<file path="config.mk">
export PLATFORM = sky130hd
export DESIGN_NAME = cgl_glue_logic
export DESIGN_NICKNAME = d
export VERILOG_FILES = /design/src/core/cgl_pkg.sv /design/src/core/cgl_table.sv /design/src/core/cgl_glue_logic.sv
export SDC_FILE = /design/constraint.sdc
export NUM_CORES = 1
export LEC_CHECK = 0
export ABC_CLOCK_PERIOD_IN_PS = 4610
export BUFFER_PORTS_ARGS = -buffer_cell sky130_fd_sc_hd__clkbuf_2
export CAP_MARGIN = 25
export CORE_MARGIN = 2
export CORE_UTILIZATION = 59
export DETAILED_ROUTE_END_ITERATION = 10
export PLACE_DENSITY = 0.77
export SYNTH_ARGS = -nofsm -noshare
export SYNTH_HDL_FRONTEND = slang
export SYNTH_SLANG_ARGS = --single-unit
</file>
<file path="constraint.sdc">
create_clock -name clk_sys -period 4.61 [get_ports clk_sys]
set_clock_uncertainty 0.15 [all_clocks]
set_input_delay 0.922 -clock clk_sys [delete_from_list [all_inputs] [get_ports clk_sys]]
set_output_delay 0.922 -clock clk_sys [all_outputs]
set_load 0.005 [all_outputs]
</file>
<file path="src/core/cgl_pkg.sv">
package cgl_pkg;

   // Register indices, used on the configuration write and read port.
   localparam logic [3:0] IDX_TOP_CONTROL    = 4'h0;
   localparam logic [3:0] IDX_SEQ_CONTROL    = 4'h1;
   localparam logic [3:0] IDX_T0_CTRL_FIRST  = 4'h5;
   localparam logic [3:0] IDX_T0_CTRL_SECOND = 4'h6;
   localparam logic [3:0] IDX_T0_CTRL_THIRD  = 4'h7;
   localparam logic [3:0] IDX_T0_PATTERN     = 4'h8;
   localparam logic [3:0] IDX_T1_CTRL_FIRST  = 4'h9;
   localparam logic [3:0] IDX_T1_CTRL_SECOND = 4'hA;
   localparam logic [3:0] IDX_T1_CTRL_THIRD  = 4'hB;
   localparam logic [3:0] IDX_T1_PATTERN     = 4'hC;
   localparam logic [3:0] IDX_TABLE_STRIDE   = 4'h4;

   // Field positions.
   localparam int TOP_ENABLE_BIT   = 0;
   localparam int TOP_STANDBY_BIT  = 6;
   localparam int CF_ENABLE_BIT    = 0;
   localparam int CF_OUTEN_BIT     = 3;
   localparam int CF_FILT_LSB      = 4;
   localparam int CF_CLOCK_SOURCE_SELECT_BIT    = 6;
   localparam int CF_EDGE_BIT      = 7;
   localparam int SEL_ZERO_LSB     = 0;
   localparam int SEL_ONE_LSB      = 4;

   // Writable bit masks; the other bits read as zero.
   localparam logic [7:0] TOP_CONTROL_MASK = 8'h41;
   localparam logic [7:0] CTRL_FIRST_MASK  = 8'hF9;
   localparam logic [7:0] CTRL_THIRD_MASK  = 8'h0F;
   localparam logic [7:0] SEQ_CONTROL_MASK = 8'h0F;

   // Reset values.
   localparam logic [7:0] RESET_BYTE       = 8'h00;

   typedef enum logic [3:0] {
      SRC_MASKED     = 4'h0,
      SRC_FEEDBACK   = 4'h1,
      SRC_LINK       = 4'h2,
      SRC_EVENT_ZERO = 4'h3,
      SRC_EVENT_ONE  = 4'h4,
      SRC_PIN        = 4'h5,
      SRC_COMPARATOR = 4'h6,
      SRC_TIMER_A    = 4'h7,
      SRC_TIMER_B    = 4'h8
   } cgl_src_t;

   typedef enum logic [3:0] {
      SEQ_OFF    = 4'h0,
      SEQ_DFF    = 4'h1,
      SEQ_JK     = 4'h2,
      SEQ_DLATCH = 4'h3,
      SEQ_RS     = 4'h4
   } cgl_seq_t;

   typedef enum logic [1:0] {
      FILT_NONE   = 2'h0,
      FILT_SYNC   = 2'h1,
      FILT_FILTER = 2'h2,
      FILT_RSVD   = 2'h3
   } cgl_filt_t;

endpackage : cgl_pkg

</file>
<file path="src/core/cgl_table.sv">
`timescale 1ns/1ps
module cgl_table
   import cgl_pkg::*;
(
   input  wire logic       clk_sys,         // Peripheral clock.
   input  wire logic       sys_rst,         // Synchronous reset, active high.
   input  wire logic       tableOn,         // Table and block both enabled.
   input  wire logic [7:0] patternReg,      // Lookup pattern.
   input  wire logic       clockFromLine2,  // Clock taken from input line two.
   input  wire logic [1:0] filterMode,      // Output filter option.
   input  wire logic       edgeEnable,      // Rising edge detector on.
   input  wire logic [2:0] lineIn,          // Selected input lines.
   output logic            directOut,       // Pattern output before filtering.
   output logic            tableOut,        // Output after filter and edge stage.
   output logic            clockTick        // One cycle per selected clock edge.
);

   logic       line2Prev_reg;
   logic       syncA_reg;
   logic       syncB_reg;
   logic       syncC_reg;
   logic       filt_reg;
   logic       edgePrev_reg;
   logic [2:0] lookIdx;
   logic       samplesAgree;
   logic       stageOut;
   cgl_filt_t  filtSel;

   assign filtSel = cgl_filt_t'(filterMode);

   // The line two clock is sampled as a plain input; its rising edge becomes a tick.
   // RL9: selected clock
   assign clockTick = clockFromLine2 ? (lineIn[2] & ~line2Prev_reg) : 1'b1;

   // RL24: line two masked
   // RL2: pattern index
   assign lookIdx   = {lineIn[2] & ~clockFromLine2, lineIn[1], lineIn[0]};
   // RL25: disabled low
   assign directOut = tableOn & patternReg[lookIdx];

   assign samplesAgree = (syncA_reg == syncB_reg) && (syncB_reg == syncC_reg);

   // RL21: filter delay
   assign stageOut = (filtSel == FILT_SYNC)   ? syncB_reg :
                     (filtSel == FILT_FILTER) ? filt_reg  : directOut;

   // RL22: rising pulse
   assign tableOut = tableOn & (edgeEnable ? (stageOut & ~edgePrev_reg) : stageOut);

   always_ff @(posedge clk_sys)
   begin
      if (sys_rst)
         line2Prev_reg <= 1'b0;
      else
         line2Prev_reg <= lineIn[2];
   end

   // Stage logic is cleared on the edge after the table drops out.
   always_ff @(posedge clk_sys)
   begin
      if (sys_rst || !tableOn)
      begin
         syncA_reg    <= 1'b0;
         syncB_reg    <= 1'b0;
         syncC_reg    <= 1'b0;
         filt_reg     <= 1'b0;
         edgePrev_reg <= 1'b0;
      end
      else if (clockTick)
      begin
         syncA_reg    <= directOut;
         syncB_reg    <= syncA_reg;
         syncC_reg    <= syncB_reg;
         filt_reg     <= samplesAgree ? syncC_reg : filt_reg;
         edgePrev_reg <= stageOut;
      end
   end

endmodule : cgl_table

</file>
<file path="src/core/cgl_glue_logic.sv">
// Overview of operation
// RL1: Exactly two lookup tables, zero and one, each three inputs, pattern, output stage.
// RL2: Table output is the pattern bit indexed by inputs two, one, zero.
// RL3: An input selected as masked feeds logic low into the lookup.
// RL4: The global enable bit switches the whole block on and off.
// RL5: Each table has its own enable bit in its first control register.
// RL6: Sequencer function select accepts writes only while table zero is disabled.
// RL7: Table control fields other than enable accept writes only while disabled.
// RL8: Writing enable to one applies protected fields; clearing enable does not.
// RL9: Table logic uses peripheral clock, or input line two when selected.
// RL10: The sequential block runs on the clock chosen for table zero.
// RL11: Software clears the global enable before changing a clock source select.
// RL12: Feedback source feeds sequential block output to both tables.
// RL13: Link source feeds the next table's direct output; table one drives zero.
// RL14: Two event lines are selectable sources for any table input.
// RL15: Software routes events before choosing an event line as source.
// RL16: Pin source connects the dedicated input pin of that table and index.
// RL17: Inputs zero and one select in second control, input two in third.
// RL18: Comparator output and timer waveforms are also selectable sources.
// RL19: Each table output goes to an output pin and to the event system.
// RL20: The block keeps running while the processor is halted in debug.
// RL21: An enabled output filter delays the output two to five clocks.
// RL22: The edge detector emits one pulse on a rising lookup output.
// RL23: Sequential block is D flip-flop, JK, D latch or RS latch by select.
// RL24: With line two as clock, input two is masked low in the lookup.
// RL25: A disabled table, or one in a disabled block, drives low.
`timescale 1ns/1ps
module cgl_glue_logic
   import cgl_pkg::*;
(
   input  wire logic       clk_sys,          // Peripheral clock, 20 MHz.
   input  wire logic       sys_rst,          // Synchronous reset, active high.
   input  wire logic       cfgWrite,         // Configuration write strobe.
   input  wire logic [3:0] cfgIndex,         // Register index for write and read.
   input  wire logic [7:0] cfgWriteData,     // Write data.
   output logic      [7:0] cfgReadData,      // Registered read data of cfgIndex.
   input  wire logic [2:0] pinInZero,        // Input pins of table zero.
   input  wire logic [2:0] pinInOne,         // Input pins of table one.
   input  wire logic       eventLineZero,    // Event input line zero.
   input  wire logic       eventLineOne,     // Event input line one.
   input  wire logic       analogComparator, // Comparator output.
   input  wire logic [1:0] timerWaveform,    // Timer waveform outputs A and B.
   output logic      [1:0] tablePinOut,      // Table outputs toward the pins.
   output logic      [1:0] tablePinOutEn,    // Pin drive enables.
   output logic      [1:0] tableEventOut,    // Table outputs as event generators.
   output logic            sequentialOut,    // Sequential block output.
   output logic            blockEnabled,     // Global enable state.
   output logic      [1:0] tableEnabled      // Per-table running state.
);

   logic [7:0] topControl_reg;
   logic [7:0] topControl_next;
   logic [7:0] seqControl_reg;
   logic [7:0] seqControl_next;
   logic [7:0] ctrlFirst_reg  [2];
   logic [7:0] ctrlFirst_next [2];
   logic [7:0] ctrlSecond_reg [2];
   logic [7:0] ctrlSecond_next[2];
   logic [7:0] ctrlThird_reg  [2];
   logic [7:0] ctrlThird_next [2];
   logic [7:0] pattern_reg    [2];
   logic [7:0] pattern_next   [2];
   logic [7:0] readData_reg;
   logic [7:0] readMux;
   logic       seqState_reg;
   logic       seqState_next;

   logic       globalOn;
   logic       hitTop;
   logic       hitSeq;
   logic       seqWriteOpen;
   logic       seqTick;
   logic       seqD;
   logic       seqG;
   cgl_seq_t   seqMode;
   logic [1:0] tableOn;
   logic [1:0] directOut;
   logic [1:0] stageOut;
   logic [1:0] tick;
   logic [1:0] linkIn;
   logic [2:0] pinIn   [2];
   logic [2:0] lineIn  [2];

   // Selects one source for one input line of one table.
   function automatic logic pickSource(
      input logic [3:0] sel,
      input logic       pin,
      input logic       feedback,
      input logic       link,
      input logic       evZero,
      input logic       evOne,
      input logic       comparator,
      input logic [1:0] timer
   );
      logic picked;
      picked = 1'b0;
      case (cgl_src_t'(sel))
         // RL3: masked low
         SRC_MASKED:     picked = 1'b0;

         // RL12: feedback source
         SRC_FEEDBACK:   picked = feedback;

         // RL13: link source
         SRC_LINK:       picked = link;

         // RL14: event lines
         SRC_EVENT_ZERO: picked = evZero;
         SRC_EVENT_ONE:  picked = evOne;

         // RL16: pin source
         SRC_PIN:        picked = pin;

         // RL18: peripheral sources
         SRC_COMPARATOR: picked = comparator;
         SRC_TIMER_A:    picked = timer[0];
         SRC_TIMER_B:    picked = timer[1];
         default:        picked = 1'b0;
      endcase
      return picked;
   endfunction : pickSource

   // RL4: global enable
   assign globalOn     = topControl_reg[TOP_ENABLE_BIT];
   assign blockEnabled = globalOn;

   // RL6: sequencer protect
   assign seqWriteOpen = ~ctrlFirst_reg[0][CF_ENABLE_BIT];

   assign pinIn[0] = pinInZero;
   assign pinIn[1] = pinInOne;

   // The last table has no higher neighbour, so its link input reads low.
   // RL13: table one drives zero
   assign linkIn[0] = directOut[1];
   assign linkIn[1] = 1'b0;

   assign hitTop = cfgWrite && (cfgIndex == IDX_TOP_CONTROL);
   assign hitSeq = cfgWrite && (cfgIndex == IDX_SEQ_CONTROL);

   always_comb
   begin
      topControl_next = topControl_reg;
      seqControl_next = seqControl_reg;
      if (hitTop)
         topControl_next = cfgWriteData & TOP_CONTROL_MASK;
      // A refused sequencer write is simply dropped.
      if (hitSeq && seqWriteOpen)
         seqControl_next = cfgWriteData & SEQ_CONTROL_MASK;
   end

   // RL1: two tables
   for (genvar t = 0; t < 2; t++)
   begin : g_table
      localparam logic [3:0] BASE = IDX_T0_CTRL_FIRST + 4'(t) * IDX_TABLE_STRIDE;

      logic hitFirst;
      logic hitSecond;
      logic hitThird;
      logic hitPattern;
      logic protectOpen;

      assign hitFirst    = cfgWrite && (cfgIndex == BASE);
      assign hitSecond   = cfgWrite && (cfgIndex == BASE + 4'h1);
      assign hitThird    = cfgWrite && (cfgIndex == BASE + 4'h2);
      assign hitPattern  = cfgWrite && (cfgIndex == BASE + 4'h3);

      // RL7: enable protection
      assign protectOpen = ~ctrlFirst_reg[t][CF_ENABLE_BIT];

      always_comb
      begin
         ctrlFirst_next[t]  = ctrlFirst_reg[t];
         ctrlSecond_next[t] = ctrlSecond_reg[t];
         ctrlThird_next[t]  = ctrlThird_reg[t];
         pattern_next[t]    = pattern_reg[t];
         // From the disabled state a write takes every field at once.
         // RL8: enable with fields
         if (hitFirst && protectOpen)
            ctrlFirst_next[t] = cfgWriteData & CTRL_FIRST_MASK;
         // RL5: table enable
         else if (hitFirst)
            ctrlFirst_next[t][CF_ENABLE_BIT] = cfgWriteData[CF_ENABLE_BIT];
         // RL17: select fields
         if (hitSecond && protectOpen)
            ctrlSecond_next[t] = cfgWriteData;
         if (hitThird && protectOpen)
            ctrlThird_next[t] = cfgWriteData & CTRL_THIRD_MASK;
         // The pattern stays writable while the table runs.
         if (hitPattern)
            pattern_next[t] = cfgWriteData;
      end

      always_ff @(posedge clk_sys)
      begin
         if (sys_rst)
         begin
            ctrlFirst_reg[t]  <= RESET_BYTE;
            ctrlSecond_reg[t] <= RESET_BYTE;
            ctrlThird_reg[t]  <= RESET_BYTE;
            pattern_reg[t]    <= RESET_BYTE;
         end
         else
         begin
            ctrlFirst_reg[t]  <= ctrlFirst_next[t];
            ctrlSecond_reg[t] <= ctrlSecond_next[t];
            ctrlThird_reg[t]  <= ctrlThird_next[t];
            pattern_reg[t]    <= pattern_next[t];
         end
      end

      // RL25: disabled low
      assign tableOn[t] = globalOn & ctrlFirst_reg[t][CF_ENABLE_BIT];

      // RL17: three selects
      assign lineIn[t][0] = pickSource(ctrlSecond_reg[t][SEL_ZERO_LSB +: 4], pinIn[t][0], seqState_reg,
                                       linkIn[t], eventLineZero, eventLineOne, analogComparator,
                                       timerWaveform);
      assign lineIn[t][1] = pickSource(ctrlSecond_reg[t][SEL_ONE_LSB +: 4], pinIn[t][1], seqState_reg,
                                       linkIn[t], eventLineZero, eventLineOne, analogComparator,
                                       timerWaveform);
      assign lineIn[t][2] = pickSource(ctrlThird_reg[t][SEL_ZERO_LSB +: 4], pinIn[t][2], seqState_reg,
                                       linkIn[t], eventLineZero, eventLineOne, analogComparator,
                                       timerWaveform);

      cgl_table u_table (
         .clk_sys        (clk_sys),
         .sys_rst        (sys_rst),
         .tableOn        (tableOn[t]),
         .patternReg     (pattern_reg[t]),
         .clockFromLine2 (ctrlFirst_reg[t][CF_CLOCK_SOURCE_SELECT_BIT]),
         .filterMode     (ctrlFirst_reg[t][CF_FILT_LSB +: 2]),
         .edgeEnable     (ctrlFirst_reg[t][CF_EDGE_BIT]),
         .lineIn         (lineIn[t]),
         .directOut      (directOut[t]),
         .tableOut       (stageOut[t]),
         .clockTick      (tick[t])
      );

      // RL19: pin and event
      assign tablePinOut[t]   = stageOut[t];
      assign tablePinOutEn[t] = tableOn[t] & ctrlFirst_reg[t][CF_OUTEN_BIT];
      assign tableEventOut[t] = stageOut[t];
      assign tableEnabled[t]  = tableOn[t];
   end

   // RL10: even table clock
   assign seqTick = tick[0];
   assign seqD    = stageOut[0];
   assign seqG    = stageOut[1];
   assign seqMode = cgl_seq_t'(seqControl_reg[3:0]);

   // Latch modes are sampled on the selected clock too, which keeps the
   // feedback path free of a combinational loop at the cost of one clock.
   // RL23: sequential functions
   always_comb
   begin
      seqState_next = seqState_reg;

      case (seqMode)
         SEQ_OFF:    seqState_next = 1'b0;
         SEQ_DFF:    seqState_next = seqG ? seqD : seqState_reg;
         SEQ_JK:
         begin
            case ({seqD, seqG})
               2'b01:   seqState_next = 1'b0;
               2'b10:   seqState_next = 1'b1;
               2'b11:   seqState_next = ~seqState_reg;
               default: seqState_next = seqState_reg;
            endcase
         end
         SEQ_DLATCH: seqState_next = seqG ? seqD : seqState_reg;
         // RS with both inputs high is forbidden; it holds here.
         SEQ_RS:
         begin
            case ({seqD, seqG})
               2'b10:   seqState_next = 1'b1;
               2'b01:   seqState_next = 1'b0;
               default: seqState_next = seqState_reg;
            endcase
         end
         default:    seqState_next = 1'b0;
      endcase
   end

   // The sequential state clears one edge after table zero stops running.
   always_ff @(posedge clk_sys)
   begin
      if (sys_rst || !tableOn[0])
         seqState_reg <= 1'b0;
      else if (seqTick)
         seqState_reg <= seqState_next;
   end

   assign sequentialOut = seqState_reg;

   always_ff @(posedge clk_sys)
   begin
      if (sys_rst)
      begin
         topControl_reg <= RESET_BYTE;
         seqControl_reg <= RESET_BYTE;
      end
      else
      begin
         topControl_reg <= topControl_next;
         seqControl_reg <= seqControl_next;
      end
   end

   // Unused indices read as zero, so probing the map is harmless.
   // There is no debug halt input: nothing here stops when the processor does.
   // RL20: runs in debug
   always_comb
   begin
      case (cfgIndex)
         IDX_TOP_CONTROL:    readMux = topControl_reg;
         IDX_SEQ_CONTROL:    readMux = seqControl_reg;
         IDX_T0_CTRL_FIRST:  readMux = ctrlFirst_reg[0];
         IDX_T0_CTRL_SECOND: readMux = ctrlSecond_reg[0];
         IDX_T0_CTRL_THIRD:  readMux = ctrlThird_reg[0];
         IDX_T0_PATTERN:     readMux = pattern_reg[0];
         IDX_T1_CTRL_FIRST:  readMux = ctrlFirst_reg[1];
         IDX_T1_CTRL_SECOND: readMux = ctrlSecond_reg[1];
         IDX_T1_CTRL_THIRD:  readMux = ctrlThird_reg[1];
         IDX_T1_PATTERN:     readMux = pattern_reg[1];
         default:            readMux = RESET_BYTE;
      endcase
   end

   always_ff @(posedge clk_sys)
   begin
      if (sys_rst)
         readData_reg <= RESET_BYTE;
      else
         readData_reg <= readMux;
   end

   assign cfgReadData = readData_reg;

endmodule : cgl_glue_logic

</file>
### Yosys cells after proc, flatten, opt, wreduce, memory -nomap -nowiden

Memories as Yosys holds them, arrays and structs flattened.
Cells that the tools add are included.

* order comparisons: 2
* equal/unequal tests: 72
* mux-type cells: 46
* bitwise logic cells: 31
* reductions and logical operators: 28

Operator list (number)
* 4-bit by 3-bit equality test with 1-bit output (second input constant): 28
* 8-bit two-way mux: 14
* 8-bit case mux with 10 select lines: 1
* 4-bit by 2-bit equality test with 1-bit output (second input constant): 11
* 4-bit equality test (second input constant): 11
* 4-bit by 1-bit equality test with 1-bit output (second input constant): 8
* 1-bit case mux with 8 select lines: 3
* 1-bit case mux with 7 select lines: 3
* 1-bit logical AND: 19
* 1-bit two-way mux: 18
* 1-bit bitwise AND: 14
* 7-bit two-way mux: 2
* 1-bit NOT: 9
* 2-bit equality test (second input constant): 4
* 3-bit by 4-bit less-than comparator with 1-bit output (second input constant): 2
* 1-bit OR: 8
* 1-bit binary-select mux with 3-bit select: 2
* 2-bit by 1-bit equality test with 1-bit output (second input constant): 3
* 1-bit case mux with 3 select lines: 2
* 1-bit equality test: 4
* 4-bit logical NOT: 1
* 4-bit inequality test (second input constant): 1
* 2-bit AND reduction: 2
* 4-bit AND reduction: 1
* other kinds (6): 8

* flip-flop bits (word level): 27
* RAM bits: 64
* word-level logic and storage cells: 199
* memories kept: 4

Memories
* ctrlFirst_reg: depth 2, width 8, rd ports 2, clocked after Yosys merged registers in 0, write ports 2, RTL line cgl_glue_logic.sv:55 `logic [7:0] ctrlFirst_reg [2];`
* ctrlSecond_reg: depth 2, width 8, rd ports 2, clocked after Yosys merged registers in 0, write ports 2, RTL line cgl_glue_logic.sv:57 `logic [7:0] ctrlSecond_reg [2];`
* ctrlThird_reg: depth 2, width 8, rd ports 2, clocked after Yosys merged registers in 0, write ports 2, RTL line cgl_glue_logic.sv:59 `logic [7:0] ctrlThird_reg [2];`
* pattern_reg: depth 2, width 8, rd ports 2, clocked after Yosys merged registers in 0, write ports 2, RTL line cgl_glue_logic.sv:61 `logic [7:0] pattern_reg [2];`

### Longest topological paths before layout

An unclocked memory read counts as a cell.

* word-level depth: 20
* depth in mapped cells: 18
* mapped depth without buffers: 17

### Modules after synthesis

A second synthesis with hierarchy kept.

* cell total of the unflattened synthesis: 493
* area total of the unflattened synthesis: 4360.4 um^2

Modules (own cells, without submodules)
* cgl_glue_logic: times used 1, cells an instance 401, area an instance 3572.2 um^2, sequential area each 1341.3 um^2
* cgl_table: times used 2, cells an instance 46, area an instance 394.1 um^2, sequential area each 120.1 um^2

### Worst setup path after synthesis

OpenSTA, ideal clock, no wires.

* kind: input to register
* start: input port timerWaveform[0]
* end: register seqState_reg, in the netlist sequentialOut
* setup time: 0.074 ns
* arrival time: 4.129 ns
* slack: 0.257 ns
* cell stages on the path: 17
* buffers on the path: 0
* cells stage by stage: mux4_2 nand3b_1 a21oi_1 and2_1 a22o_4 o32a_1 nor3_1 a22oi_1 a21oi_1 o21a_1 ha_1 nor2_1 mux2i_1 o21ai_1 or4_1 a21o_1 a31oi_1

* word-level cells in the longest chain between the ends: 18
* elaborated cells on any way between the ends: 37
* classes of those cells: eq/ne: 6; mux: 21; bitwise: 9; reduce/logical: 1

RTL lines
* start: declaration: RTL line cgl_glue_logic.sv:42 `input wire logic [1:0] timerWaveform,`
* 1-bit case mux with 7 select lines: RTL line cgl_glue_logic.sv:97 `case (cgl_src_t'(sel))`
* 1-bit bitwise AND: RTL line cgl_table.sv:37 `assign lookIdx = {lineIn[2] & ~clockFromLine2, lineIn[1], lineIn[0]};`
* 1-bit binary-select mux with 3-bit select: RTL line cgl_table.sv:39 `assign directOut = tableOn & patternReg[lookIdx];`
* 1-bit two-way mux (not written as such): RTL line cgl_table.sv:39
* 1-bit bitwise AND: RTL line cgl_table.sv:39
* 1-bit case mux with 8 select lines: RTL line cgl_glue_logic.sv:97
* 1-bit bitwise AND: RTL line cgl_table.sv:37
* 1-bit binary-select mux with 3-bit select (*): RTL line cgl_table.sv:39
* [3 not listed]
* 1-bit two-way mux (*): RTL line cgl_table.sv:44 `assign stageOut = (filtSel == FILT_SYNC) ? syncB_reg :`
* 1-bit bitwise AND: RTL line cgl_table.sv:48 `assign tableOut = tableOn & (edgeEnable ? (stageOut & ~edgePrev_reg) : stageOut);`
* 1-bit two-way mux (*): RTL line cgl_table.sv:48
* 1-bit bitwise AND (*): RTL line cgl_table.sv:48
* via g_table[0].u_table.tableOut: RTL line cgl_table.sv:14 `output logic tableOut,`
* 2-bit equality test (tied with other cells): RTL line cgl_glue_logic.sv:265 `case ({seqD, seqG})`
* 1-bit case mux with 3 select lines (tied with other cells): RTL line cgl_glue_logic.sv:265
* 1-bit case mux with 3 select lines / 4-bit AND reduction (equally long branches)
* end signal: assignment: RTL line cgl_glue_logic.sv:292 `seqState_reg <= seqState_next;`
* end: declaration: RTL line cgl_glue_logic.sv:65 `logic seqState_reg;`

Mark *: on every way through the listed nets, which the timed path passes. The rest lies on a longest branch. The select of a mux whose other input is x is not followed.
A chain may end at the register's enable or synchronous reset.

### Worst setup path after layout

* start: input port timerWaveform[0]
* end: output port tableEventOut[0]

* word-level cells in the longest chain between the ends: 15
* elaborated cells on any way between the ends: 19
* classes of those cells: mux: 13; bitwise: 6

RTL lines
* 1-bit case mux with 7 select lines: RTL line cgl_glue_logic.sv:97
* 1-bit bitwise AND: RTL line cgl_table.sv:37
* 1-bit binary-select mux with 3-bit select: RTL line cgl_table.sv:39
* 1-bit two-way mux (not written as such): RTL line cgl_table.sv:39
* 1-bit bitwise AND: RTL line cgl_table.sv:39
* 1-bit case mux with 8 select lines: RTL line cgl_glue_logic.sv:97
* 1-bit bitwise AND: RTL line cgl_table.sv:37
* 1-bit binary-select mux with 3-bit select (*): RTL line cgl_table.sv:39
* 1-bit two-way mux (not written as such) (*): RTL line cgl_table.sv:39
* 1-bit bitwise AND (*): RTL line cgl_table.sv:39
* 1-bit two-way mux (*): RTL line cgl_table.sv:45 `(filtSel == FILT_FILTER) ? filt_reg : directOut;`
* 1-bit two-way mux (*): RTL line cgl_table.sv:44
* 1-bit bitwise AND: RTL line cgl_table.sv:48
* 1-bit two-way mux (*): RTL line cgl_table.sv:48
* 1-bit bitwise AND (*): RTL line cgl_table.sv:48
* end: declaration: RTL line cgl_glue_logic.sv:45 `output logic [1:0] tableEventOut,`

Every way passes the cells marked *; elsewhere a longest branch is shown, timed or not. The select of a mux whose other input is x is not followed.

==> Implementation_results.wiki <==
{| class="wikitable"
! Metric !! Value
|-
| Most used cell along the critical path || buf_6
|-
| Terminus of the critical flop-to-flop path || sequentialOut
|-
| Floorplan die width || 91.4 microns
|-
| Power density normalized to cell area || 274 mW/mm^2
|-
| H-tree depth reported by CTS || 3
|-
| Remaining antenna violation count || 0
|-
| Critical Path AT || 3470 ps
|-
| Placer Congestion || around 1.0
|-
| Initial antenna violation count || 0
|-
| Peak supply drop || 0.000252 V
|-
| Seq cells post-synth || 79
|-
| Number of global-route vias before repair || around 4000
|-
| Worst flop-to-flop path startpoint || ctrlThird_reg[1][1]
|-
| Final-layout fill cell count || about 580
|-
| Clock latency of the later-clocked register in the worst-skew pair || 350 ps
|-
| Final Hold Vio Count || 0
|-
| Core area || 0.00733 sq mm
|-
| Crit path launch || timerWaveform[0]
|-
| Leakage Power || 0.00204 uW
|-
| DRC violation count after routing || 0
|-
| Initial standard-cell utilization of the core || 0.614
|-
| Mapped Avg Cell Area || 8.54 sq um
|-
| Setup repair after global routing missed its margin || true
|-
| Run status || complete, no violations
|-
| Cells along the critical path || buf_2 -> mux4_2 -> nand3_2 -> o21ai_2 -> nor2b_1 -> a22o_2 -> buf_4 -> nor4_4 -> o21ai_1 -> a22oi_2 -> a21oi_2 -> o21a_1 -> buf_6 -> buf_6
|-
| Boundary Pins || 44
|-
| Number of nets in the synthesized netlist || 556
|-
| Kind of launch point of the worst setup path || input port
|-
| Share of synthesized flip-flops with an asynchronous set or reset || 0
|-
| Proportion of layout cells with a drive suffix above 1 || 0.229
|-
| Iter 0 DRT Violations || 484
|-
| Total of warnings raised by yosys || 0
|-
| Max Root-Sink Buffers || 2
|-
| Aggregate global routing overflow || 0
|-
| Area growth, synth to finish || 16.8%
|-
| Clock tree from TritonCTS || yes
|-
| End-of-flow core utilization || 0.717
|-
| Depth of the most critical reg-to-reg path || 17
|-
| Number of input and output port buffers inserted || 43
|-
| Average routed wire per standard cell || 20.6 microns
|-
| # hold bufs at CTS || 0
|-
| Minimum period implied by the final worst setup slack || 4550 ps
|-
| Wire length of the first global-routing pass || 21800 microns
|-
| Max-capacitance violation count || 0
|-
| Post-Syn Instances || approximately 530
|-
| Maximum number of pins on one net before global-route repair || 59
|-
| Number of different library cells in the post-synthesis netlist || 65
|-
| Sequential-to-total area share from yosys stat || 0.351
|-
| Gate family responsible for the most delay along the worst path || compound AO/OA/AOI/OAI gates
|-
| Hold Path End || ctrlFirst_reg[0][5]
|-
| Final std cells w/o fill || 675
|-
| Antenna cell count || 0
|-
| Clk sink count || 79
|-
| Total CTS buffers || 9
|-
| Total Negative Setup Slacks || 0 ps
|-
| Hold-critical path depth || 2
|-
| Hold Path Class || flop to flop
|-
| Root buffer cell || clkbuf_8
|-
| Type of the worst setup path || input port to output port
|-
| HPWL after detailed placement || a little under 10000 microns
|-
| EDFF count, synth || 0
|-
| Max-slew headroom at the worst pin || 0.524
|-
| Number of buffers and inverters on the critical path || 4
|-
| Peak per-stage delay on the critical path || 480 ps
|-
| Per-cell via count in the routed design || 6.63
|-
| Final nets || 602
|-
| Crit-path max FO || 5
|-
| Final Setup Violations || 0
|-
| Worst path slowest cell || mux4_2
|-
| Overall die area || 0.00835 sq mm
|-
| Launch instance of the worst min-delay path || ctrlFirst_reg[0][5]
|-
| Actual transition at the worst max-transition pin || between 700 and 800 ps
|-
| Total number of vias || 4472
|-
| Total global routing track utilization || 0.335
|-
| Die H || 91.4 microns
|-
| Critical path required time || between 3000 and 4000 ps
|-
| Clock edge transition at the registers on the reported setup and hold paths || 70 ps
|-
| Final worst-path cycle share || 0.986
|-
| Count of pins over their slew limit || 0
|-
| Cell Rows || 31
|-
| Netlist area before placement || 0.00450 sq mm
|-
| Cell count after placement || 654
|-
| Main synth FF type || dfxtp_1
|-
| Maximum achievable frequency || about 220 MHz
|-
| Capturing element type of the critical path || output port
|-
| Pre-antenna DRT Iters || 5
|-
| FF-to-FF setup slack || around 350 ps
|-
| Total detailed-routing wirelength || 13900 microns
|}
## cell families (layout without fill, tap and decap cells)
family | count (synthesis) | in the layout | synth area share
simple gates | 209 | 209 | 0.234
compound gates | 114 | 114 | 0.176
flops | 79 | 79 | 0.351
mux | 77 | 77 | 0.186
buf+inv | 45 | 94 | 0.0436
fa+ha+maj | 3 | 3 | 0.00834
## layout make-up
type                            instances  area [sq um]  area share
Sequential cell                        79          1580       0.301
Clock buffer                           10           138      0.0262
Inverter                               10          37.5     0.00714
Timing Repair Buffer                   70           440      0.0837
Multi-Input combinational cell        403          2840       0.541
Clock inverter                          4          95.1      0.0181
Tap cell                               99           124      0.0236
## layout by cell type (no fill, tap or decap), types with 5 or more instances in the layout
| master | instances |
|---|---|
| inv_1 | 10 |
| nor2b_1 | 8 |
| mux2i_1 | 64 |
| nand3b_1 | 5 |
| nand2_1 | 43 |
| clkbuf_8 | 10 |
| a21oi_1 | 30 |
| dfxtp_1 | 79 |
| o21ai_0 | 14 |
| buf_4 | 26 |
| clkbuf_2 | 39 |
| nand3_1 | 15 |
| a32oi_1 | 5 |
| nor2_1 | 73 |
| and3_1 | 9 |
| a31oi_1 | 11 |
| mux4_2 | 5 |
| nor3b_1 | 7 |
| nor3_1 | 11 |
## worst max-delay path by stage
stage | to | cells after the start
after floorplan | sequentialOut | 17
after global placement | sequentialOut | 18
after detailed placement | sequentialOut | 18
after CTS | tableEventOut[0] | 13
after global routing | tableEventOut[0] | 14
final | tableEventOut[0] | 14
## through the flow
stage | worst slack [ps] | hold WS, ps | area (sq um) | total power [uW]
2_1_floorplan | 257 | 286 | 4500 | 782
3_3_place_gp | 32.6 | 298 | 4830 | 828
3_5_place_dp | -71.4 | 313 | 4830 | 830
4_1_cts | 73.1 | 323 | 5070 | 1440
5_1_grt | -52.7 | 350 | 5260 | 1470
6_report | 64.2 | 324 | 5260 | 1440
## Yosys cell counts, types with 6 or more instances
cell      instances  share of area
a21oi_1          33          0.037
a22oi_1           6          0.010
a31oi_1          11          0.015
a32oi_1           7          0.014
and3_1            9          0.013
buf_4             7          0.012
clkbuf_1         27          0.023
dfxtp_1          79           0.35
inv_1            10         0.0083
mux2i_1          67           0.15
nand2_1          43          0.036
nand3_1          16          0.018
nor2_1           74          0.062
nor2b_1           8          0.011
nor3_1           13          0.014
nor3b_1           7          0.012
o21ai_0          15          0.017
## repair_timing
item | in CTS | in global routing
endpoints found under the setup margin | 0 | 3
buffers inserted | 0 | 8
resized for setup | 0 | 32
## report_power, final
part	total [uW]	internal, uW	switching [uW]
logic	125	44.5	80.7
clock network	613	368	245
registers	700	689	11.4
## worst reg2reg max path, cell delays in order (launching register included)
cell and delay, ps:
dfxtp_1 480, mux4_2 550, nand3b_1 140, and2_4 160, nor3_2 50, a22o_4 300, o32a_1 340, nor3_2 190
a22oi_2 120, a21oi_2 200, o21a_1 200, ha_2 200, nor2_2 30, mux2i_1 180, o21ai_2 80, or4_1 480
a21o_1 170, a31oi_1 140
## routing by layer
layer  part of all wire  GRT usage  up-vias
li1                   -          -     2034
met4              0.037     0.0960        0
met1               0.42      0.471     2118
met2               0.45      0.535      270
met3              0.090     0.0523       50
met5                  0          0        -
No activity file was read; power rests on OpenSTA's default activity.
